**src/rtl/lbm_pkg.sv**
```systemverilog
// Summary of operation
// - capability bases depend on which are enabled
// - chain order: serial, virtual channel, vendor
// - vendor header: 000Bh, v1, length 24
// - start written in L0 enters loopback master
// - start cleared leaves loopback master
// - force pushes unlocked slave into loopback
// - bits 3:2 give advertised loopback speed
// - bit 4 gives de-emphasis, slave too
// - bit 5 selects modified compliance, one SKP
// - bit 6 suppresses SKP, needs bit 5
// - status bit 0 shows device is slave
// - no loopback TS1 in 100 ms, force off: slave failed
// - start clears slave-failed flag
// - per-lane tested flags, cleared by start
// - 8-bit lane counts packed in two registers
// - code or disparity error bumps lane count
// - start clears every lane count
// - lane counts read out unmasked by tested flags
package lbm_pkg;
	localparam int          LANES         = 8;
	// capability byte bases, dword address is base / 4
	localparam logic [11:0] DSN_BASE_B    = 12'h100;
	localparam logic [11:0] VC_BASE_B     = 12'h10C;
	localparam logic [11:0] VSEC_ALONE_B  = 12'h10C;
	localparam logic [11:0] VSEC_ALL_B    = 12'h128;
	localparam logic [11:0] NO_NEXT_B     = 12'h000;
	// offsets inside the vendor structure, in bytes
	localparam logic [11:0] OFS_HDR       = 12'h000;
	localparam logic [11:0] OFS_VHDR      = 12'h004;
	localparam logic [11:0] OFS_CTRL      = 12'h008;
	localparam logic [11:0] OFS_STAT      = 12'h00C;
	localparam logic [11:0] OFS_ERR_LO    = 12'h010;
	localparam logic [11:0] OFS_ERR_HI    = 12'h014;
	// header fields
	localparam logic [15:0] ECAP_ID_VSEC  = 16'h000B;
	localparam logic [15:0] ECAP_ID_DSN   = 16'h0003;
	localparam logic [15:0] ECAP_ID_VC    = 16'h0002;
	localparam logic [3:0]  ECAP_VER      = 4'h1;
	localparam logic [11:0] VSEC_LEN      = 12'h018;
	localparam logic [3:0]  VSEC_REV      = 4'h0;
	localparam logic [15:0] VSEC_ID       = 16'h0000;
	// link training code for L0
	localparam logic [5:0]  LTSSM_L0      = 6'h16;
	// control and status field layout
	localparam int          CTL_W         = 7;
	localparam int          STAT_TESTED   = 8;
	localparam logic [7:0]  CNT_MAX       = 8'hFF;
	// slave answer timeout
	localparam int          TMO_MS        = 100;
	localparam int          CLK_MHZ       = 100;
	localparam int          TMO_CYC       = TMO_MS * 1000 * CLK_MHZ;

	typedef enum logic [1:0] {
		LBM_IDLE   = 2'b00,  // no test
		LBM_ARMED  = 2'b01,  // start set, waiting for L0
		LBM_ACTIVE = 2'b10   // loopback master running
	} lbm_fsm_t;

	// control register image, bit 0 at the bottom
	typedef struct packed {
		logic       no_skp;     // bit 6
		logic       mod_compl;  // bit 5
		logic       deemph;     // bit 4
		logic [1:0] speed;      // bits 3:2
		logic       force_en;   // bit 1
		logic       start;      // bit 0
	} lbm_ctl_t;

	// what the physical layer is told to do
	typedef struct packed {
		logic       master;
		logic       force_en;
		logic [1:0] speed;
		logic       deemph;
		logic       mod_compl;
		logic       skp_off;
	} lbm_phy_t;

	// whole state of the block
	typedef struct packed {
		lbm_fsm_t              fsm;
		lbm_ctl_t              ctl;
		logic                  fail;
		logic [LANES-1:0]      tested;
		logic [LANES-1:0][7:0] cnt;
		logic [23:0]           tmr;
		logic                  ts1_seen;
		logic [31:0]           rd_data;
		logic                  done;
		lbm_phy_t              phy;
	} lbm_state_t;
endpackage : lbm_pkg

```
**src/rtl/lbm_vsec.sv**
```systemverilog
`timescale 1ns/100ps
module lbm_vsec import lbm_pkg::*; #(
	parameter bit VC_EN   = 1'b1,      // virtual channel present
	parameter bit VSEC_EN = 1'b1,      // vendor structure present
	parameter int TMO     = TMO_CYC    // slave answer timeout, cycles
) (
	// clock and reset
	input  wire logic                  clk_i,
	input  wire logic                  rstn_i,
	// configuration management port
	input  wire logic [9:0]            cfg_dwaddr_i,
	input  wire logic [31:0]           cfg_di_i,
	input  wire logic [3:0]            cfg_byte_en_n_i,
	input  wire logic                  cfg_wr_en_n_i,
	input  wire logic                  cfg_rd_en_n_i,
	output logic      [31:0]           cfg_do_o,
	output logic                       cfg_rd_wr_done_n_o,
	// link status from the physical layer
	input  wire logic [5:0]            link_training_state_vector_i,
	input  wire logic                  slave_mode_i,
	input  wire logic                  ts1_lpbk_rx_i,
	input  wire logic [LANES-1:0]      lane_active_i,
	input  wire logic [LANES-1:0]      lane_err_i,
	// loopback master controls to the physical layer
	output lbm_phy_t                   phy_ctl_o
);
	// byte base and next pointers in bytes, then dword addresses of each register
	localparam logic [11:0] VSEC_B  = VC_EN ? VSEC_ALL_B : VSEC_ALONE_B;
	localparam logic [11:0] DSN_NX  = VC_EN ? VC_BASE_B :
	                                  (VSEC_EN ? VSEC_B : NO_NEXT_B);
	localparam logic [11:0] VC_NX   = VSEC_EN ? VSEC_B : NO_NEXT_B;
	localparam logic [9:0]  A_DSN   = DSN_BASE_B[11:2];
	localparam logic [9:0]  A_VC    = VC_BASE_B[11:2];
	localparam logic [9:0]  A_HDR   = VSEC_B[11:2] + OFS_HDR[11:2];
	localparam logic [9:0]  A_VHDR  = VSEC_B[11:2] + OFS_VHDR[11:2];
	localparam logic [9:0]  A_CTRL  = VSEC_B[11:2] + OFS_CTRL[11:2];
	localparam logic [9:0]  A_STAT  = VSEC_B[11:2] + OFS_STAT[11:2];
	localparam logic [9:0]  A_ELO   = VSEC_B[11:2] + OFS_ERR_LO[11:2];
	localparam logic [9:0]  A_EHI   = VSEC_B[11:2] + OFS_ERR_HI[11:2];
	localparam logic [23:0] TMO_END = 24'(TMO - 1);

	lbm_state_t            st_ff;      // registered state
	lbm_state_t            nxt_st;     // next state
	logic                  wr_req;     // write taken this cycle
	logic                  rd_req;     // read taken this cycle
	logic                  start_evt;  // start bit newly set
	logic [LANES-1:0][7:0] cnt_step;   // per-lane count plus error
	logic [31:0]           rd_mux;     // read data selection
	lbm_ctl_t              wr_ctl;     // control image after write

	// one request per handshake; the cycle that shows done is blocked since the
	// user still holds the enable while it sees done
	assign wr_req = !cfg_wr_en_n_i && !st_ff.done;
	assign rd_req = !cfg_rd_en_n_i && cfg_wr_en_n_i && !st_ff.done;

	// control write: only byte 0 holds live bits, the rest is dropped
	always_comb begin
		wr_ctl = st_ff.ctl;
		if (wr_req && cfg_dwaddr_i == A_CTRL && !cfg_byte_en_n_i[0]) begin
			wr_ctl = lbm_ctl_t'(cfg_di_i[CTL_W-1:0]);
			// a slave cannot also be master, so start is refused
			if (slave_mode_i && !st_ff.ctl.start) begin
				wr_ctl.start = 1'b0;
			end
		end
	end

	// start counts only on its rising write, a rewrite of one is quiet
	assign start_evt = wr_ctl.start && !st_ff.ctl.start;

	// per-lane error counters, saturating so a noisy lane never wraps to 0
	generate
		for (genvar l = 0; l < LANES; l++) begin : g_lane
			always_comb begin
				cnt_step[l] = st_ff.cnt[l];
				if (st_ff.fsm == LBM_ACTIVE && lane_active_i[l] &&
				    lane_err_i[l] && st_ff.cnt[l] != CNT_MAX) begin
					cnt_step[l] = st_ff.cnt[l] + 8'h01;
				end
			end
		end
	endgenerate

	// read decode; unmapped dwords answer zero
	always_comb begin
		unique case (cfg_dwaddr_i)
			A_DSN:   rd_mux = {DSN_NX, ECAP_VER, ECAP_ID_DSN};
			A_HDR:   rd_mux = VSEC_EN ? {NO_NEXT_B, ECAP_VER, ECAP_ID_VSEC}
			                          : 32'h0;
			A_VHDR:  rd_mux = VSEC_EN ? {VSEC_LEN, VSEC_REV, VSEC_ID} : 32'h0;
			A_CTRL:  rd_mux = {25'h0, st_ff.ctl};
			A_STAT:  rd_mux = {16'h0, st_ff.tested, 6'h0,
			                   st_ff.fail, slave_mode_i};
			A_ELO:   rd_mux = {st_ff.cnt[3], st_ff.cnt[2],
			                   st_ff.cnt[1], st_ff.cnt[0]};
			A_EHI:   rd_mux = {st_ff.cnt[7], st_ff.cnt[6],
			                   st_ff.cnt[5], st_ff.cnt[4]};
			default: rd_mux = 32'h0;
		endcase
		// without channels the vendor header takes this dword, so the channel
		// header is decoded apart and only when it exists
		if (VC_EN && cfg_dwaddr_i == A_VC) begin
			rd_mux = {VC_NX, ECAP_VER, ECAP_ID_VC};
		end
	end

	// next state
	always_comb begin
		nxt_st         = st_ff;
		nxt_st.ctl     = wr_ctl;
		nxt_st.cnt     = cnt_step;
		nxt_st.done    = wr_req || rd_req;
		// read data is held until the next read answers
		if (rd_req) begin
			nxt_st.rd_data = rd_mux;
		end
		unique case (st_ff.fsm)
			LBM_IDLE: begin
				if (start_evt) begin
					nxt_st.fsm = LBM_ARMED;
				end
			end
			LBM_ARMED: begin
				// entry waits for L0 so a start during training is not lost
				if (!wr_ctl.start) begin
					nxt_st.fsm = LBM_IDLE;
				end else if (link_training_state_vector_i == LTSSM_L0) begin
					nxt_st.fsm      = LBM_ACTIVE;
					nxt_st.tmr      = 24'h0;
					nxt_st.ts1_seen = 1'b0;
				end
			end
			LBM_ACTIVE: begin
				if (ts1_lpbk_rx_i) begin
					nxt_st.ts1_seen = 1'b1;
				end
				if (st_ff.tmr != TMO_END) begin
					nxt_st.tmr = st_ff.tmr + 24'h1;
				end else if (!st_ff.ts1_seen && !ts1_lpbk_rx_i &&
				             !st_ff.ctl.force_en) begin
					nxt_st.fail = 1'b1;
				end
				if (!wr_ctl.start) begin
					// counts become valid once the lane ran the test
					nxt_st.fsm    = LBM_IDLE;
					nxt_st.tested = st_ff.tested | lane_active_i;
				end
			end
			default: nxt_st.fsm = LBM_IDLE;
		endcase
		// a new start wipes the results of the previous test
		if (start_evt) begin
			nxt_st.fail   = 1'b0;
			nxt_st.tested = '0;
			nxt_st.cnt    = '0;
		end
		// controls go out registered, taken from the next image
		nxt_st.phy.master    = (nxt_st.fsm == LBM_ACTIVE);
		nxt_st.phy.force_en  = wr_ctl.force_en;
		nxt_st.phy.speed     = wr_ctl.speed;
		nxt_st.phy.deemph    = wr_ctl.deemph;
		nxt_st.phy.mod_compl = wr_ctl.mod_compl;
		nxt_st.phy.skp_off   = wr_ctl.no_skp && wr_ctl.mod_compl;
	end

	// state register; reset leaves no test and empty results
	always_ff @(posedge clk_i or negedge rstn_i) begin
		if (!rstn_i) begin
			st_ff <= '0;
		end else begin
			st_ff <= nxt_st;
		end
	end

	assign cfg_do_o           = st_ff.rd_data;
	assign cfg_rd_wr_done_n_o = !st_ff.done;
	assign phy_ctl_o          = st_ff.phy;

	logic [9:0] chk_addr_ff;   // address of the last taken request
	always_ff @(posedge clk_i or negedge rstn_i) begin
		if (!rstn_i) begin
			chk_addr_ff <= 10'h0;
		end else if (wr_req || rd_req) begin
			chk_addr_ff <= cfg_dwaddr_i;
		end
	end
endmodule : lbm_vsec
```
**config.mk**
```make
export PLATFORM = sky130hd
export DESIGN_NAME = lbm_vsec
export DESIGN_NICKNAME = d
export VERILOG_FILES = /design/src/rtl/lbm_pkg.sv /design/src/rtl/lbm_vsec.sv
export SDC_FILE = /design/constraint.sdc
export NUM_CORES = 1
export LEC_CHECK = 0
export CAP_MARGIN = 30
export CORE_ASPECT_RATIO = 0.5
export CORE_MARGIN = 2
export CORE_UTILIZATION = 60
export CTS_BUF_LIST = sky130_fd_sc_hd__clkbuf_4 sky130_fd_sc_hd__clkbuf_8
export CTS_CLUSTER_DIAMETER = 100
export DETAILED_ROUTE_END_ITERATION = 16
export DONT_BUFFER_PORTS = 1
export PLACE_DENSITY = 0.86
export SYNTH_ARGS = -nofsm -noshare
export SYNTH_HDL_FRONTEND = slang
export SYNTH_SLANG_ARGS = --single-unit
```
**constraint.sdc**
```tcl
create_clock -name clk_i -period 2.35 [get_ports clk_i]
set_input_delay 0.47 -clock clk_i [delete_from_list [all_inputs] [get_ports clk_i]]
set_output_delay 0.47 -clock clk_i [all_outputs]
set_load 0.02 [all_outputs]
```
==> impl_metrics.py <==
metrics = {
    "synth": {
        "ys.flop_type": "dfrtp_1",
        "synth_top_area_frac": 0.463,
        "syn_nets": 872,
        "async_flop_share": 1.00,
        "syn_inst": 789,
        "synth_top_area_cell": "dfrtp_1",
        "ys_warn_count": 0,
        "yosys-top-cells-area": "dfrtp_1 (46%), buf_4 (4.0%), nor2_1 (4.0%)",
        "synth_seq_cells": 142,
        "yosysSeqAreaShare": 0.463,
        "synth-edff-count": 0,
        "mappedNetlistArea_sq_um": 7670,
        "yosysUniqueCellTypes": 66,
        "synth.avg_cell_area_sq_um": 9.72,
    },
    "setup_path": {
        "cp_slowest_stage_delay_ns": 0.61,
        "crit_path_end_kind": "register",
        "critPathSlowestCell": "or4_4",
        "path_class": "reg -> reg",
        "endpoint": "st_ff[145]",
        "rrSetupSlack_ns": 0.11,
        "crit_path_start_kind": "register",
        "cp_num_buf_inv": 1,
        "required_ns": 2.74,
        "worst_r2r_path_depth": 6,
        "r2r_end": "st_ff[145]",
        "path_cells": "or3_1, or4_4, nor4b_4, buf_12, nor2b_1, o21ba_2",
        "arrival_ns": 2.63,
        "crit_path_start": "st_ff[7]",
        "reg2reg_from": "st_ff[7]",
        "path_max_fanout": 7,
        "cp_num_cells": 6,
        "cp_top_family": "simple AND/OR/NAND/NOR gates",
    },
    "place": {
        "place.detailed.hpwl_um": 12400,
        "port_buffers": 0,
        "place_ws_ns": -0.0704,
        "dpl_cell_area_sq_um": 7790,
        "gp_congestion": 0.920,
        "placedCellCount": 923,
    },
    "cts": {
        "cts_num_sinks": 142,
        "numCtsBuffers": 17,
        "cts_root_buffer": "clkbuf_8",
        "clk_transition_reported_paths_ns": 0.09,
        "cts_tree": "done",
        "h-tree-depth": 4,
        "clk_path_buf_depth": 2,
        "insertion_delay_ns": 0.45,
    },
    "final_layout": {
        "mostFrequentLayoutCell": "dfrtp_1",
        "area_growth_pct": 7.13,
        "fin_nets": 856,
        "stdcell_area_sq_um": 8220,
        "instances_no_fill": 955,
        "most-common-layout-cells": "dfrtp_1 (142), nor2_1 (81), nand2_1 (63)",
        "layout-drive-gt1-share": 0.131,
        "num_antenna_cells": 0,
    },
    "floorplan": {
        "initial_core_util": 0.611,
        "num_rows": 29,
        "ios": 114,
        "die_area_sq_um": 13800,
        "fp.dieH_um": 83.9,
        "die_width_um": 164,
        "core_area_sq_um": 12600,
    },
    "pwr": {
        "p_int_mw": 3.58,
        "swShare": 0.224,
        "pwr-share-comb": 0.017,
        "pwr-share-seq": 0.541,
        "power_per_cell_area_nw_per_um2": 561,
        "finalPower_mw": 4.61,
        "ir_drop_mv": 0.298,
        "p_sw_mw": 1.03,
        "p_clk_frac": 0.442,
        "total_leakage_power_nw": 3.48,
    },
    "routing": {
        "wl_um": 18100,
        "drtIter0Drc": 603,
        "route.detailed.drc": 0,
        "first_pass_iters": 5,
        "vias_per_cell": 6.37,
        "ant_nets": 0,
        "num_vias": 6086,
        "routedWlPerCell_um": 19.0,
    },
    "timing": {
        "finalClockSkew_ns": 0.0174,
        "min_period_ns": 2.24,
        "worst_slew_pin_slew_ns": 0.780,
        "maxSlewViolCount": 0,
        "rsz0062_at_grt": "false",
        "finalSetupViolCount": 0,
        "period_share": 0.955,
        "whs_ns": -0.290,
        "maxSlewHeadroom": 0.479,
        "fmax_ghz": 0.445,
        "worst_slack_ns": 0.105,
        "hold_viol_final": 142,
    },
    "global_routing": {
        "grt_overflow": 0,
        "grt_max_degree": 143,
        "grt_pass1_vias": 6051,
        "grt_first_pass_wirelength_um": 30300,
        "track_usage": 0.281,
        "antenna_found_initial": 0,
    },
    "run": {
        "max_cap_violations": 0,
    },
    "outcome": {
        "failed_checks": "hold timing",
        "status": "finished with violations",
    },
    "hold_path": {
        "hold_class": "in -> async",
    },
}
==> synthesized netlist by cell type, types with 16 or more instances <==
cell / n
clkbuf_1: 20
a21oi_1: 33
and3_1: 16
o21ai_0: 33
nand2_1: 63
nand4_1: 30
xor2_1: 24
nor2_1: 81
a22oi_1: 26
buf_4: 41
inv_1: 19
nand3_1: 33
nor3_1: 27
xnor2_1: 28
dfrtp_1: 142
==> metrics by stage <==
stage / util / TNS [ns]
finish: 0.654 / 0
global route: 0.654 / 0
CTS: 0.653 / 0
detailed placement: 0.621 / -3.05
global placement: 0.621 / -1.15
floorplan: - / -7.24
==> worst min-delay path by stage <==
stage	startpoint	end	slack (ns)
final	rstn_i	st_ff[98]	-0.29
after global routing	rstn_i	phy_ctl_o[0]	-0.31
after CTS	rstn_i	st_ff[43]	-0.31
after detailed placement	rstn_i	st_ff[43]	0.18
after global placement	rstn_i	st_ff[43]	0.18
after floorplan	rstn_i	cfg_do_o[0]	0.17
==> what timing repair did <==
item	CTS	global route
hold endpoints to repair	142	142
endpoints found under the setup margin	0	19
resized for setup	0	1
setup buffers	0	1
==> cell families after synthesis <==
logic type | Yosys count | synth area share
flops | 142 | 0.463
mux | 12 | 0.0183
fa+ha+maj | 9 | 0.0147
simple gates | 306 | 0.200
compound gates | 174 | 0.168
buf+inv | 94 | 0.0762
xor+xnor | 52 | 0.0594
==> layer usage <==
metal | global-route usage | routed length, um | vias up
li1 | - | - | 2797
met1 | 0.369 | 7520 | 3029
met2 | 0.448 | 8890 | 232
met3 | 0.0775 | 1450 | 28
met4 | 0.105 | 286 | 0
met5 | 0 | 0 | -
==> cell type report <==
class / instances / area (sq um)
flip-flops and latches: 142 / 3550
inverters: 19 / 71.3
clock buffers: 19 / 262
repair buffers: 40 / 375
multi-input cells: 553 / 3600
clock inverters: 12 / 144
fillers: 953 / 4340
well taps: 170 / 213
==> state kept, by name, summed over array words and instances (netlist names) <==
name	cells
st_ff	103
cfg_do_o	32
phy_ctl_o	7
==> power groups by stage <==
stage | combinational (mW) | sequential (mW) | clock (mW)
after floorplan | 0.107 | 2.52 | 0
after global placement | 0.0722 | 2.54 | 0
after detailed placement | 0.0753 | 2.54 | 0
after CTS | 0.0763 | 2.50 | 2.06
after global routing | 0.0837 | 2.50 | 2.17
final | 0.0764 | 2.49 | 2.04
==> worst reg2reg max path, delay by kind of cell (launching register included) <==
| family | cells | cell delay, ns |
|---|---|---|
| buf+inv | 1 | 0.19 |
| flops | 1 | 0.41 |
| simple gates | 4 | 1.46 |
| compound gates | 1 | 0.13 |
No activity file was read; power rests on OpenSTA's default activity.
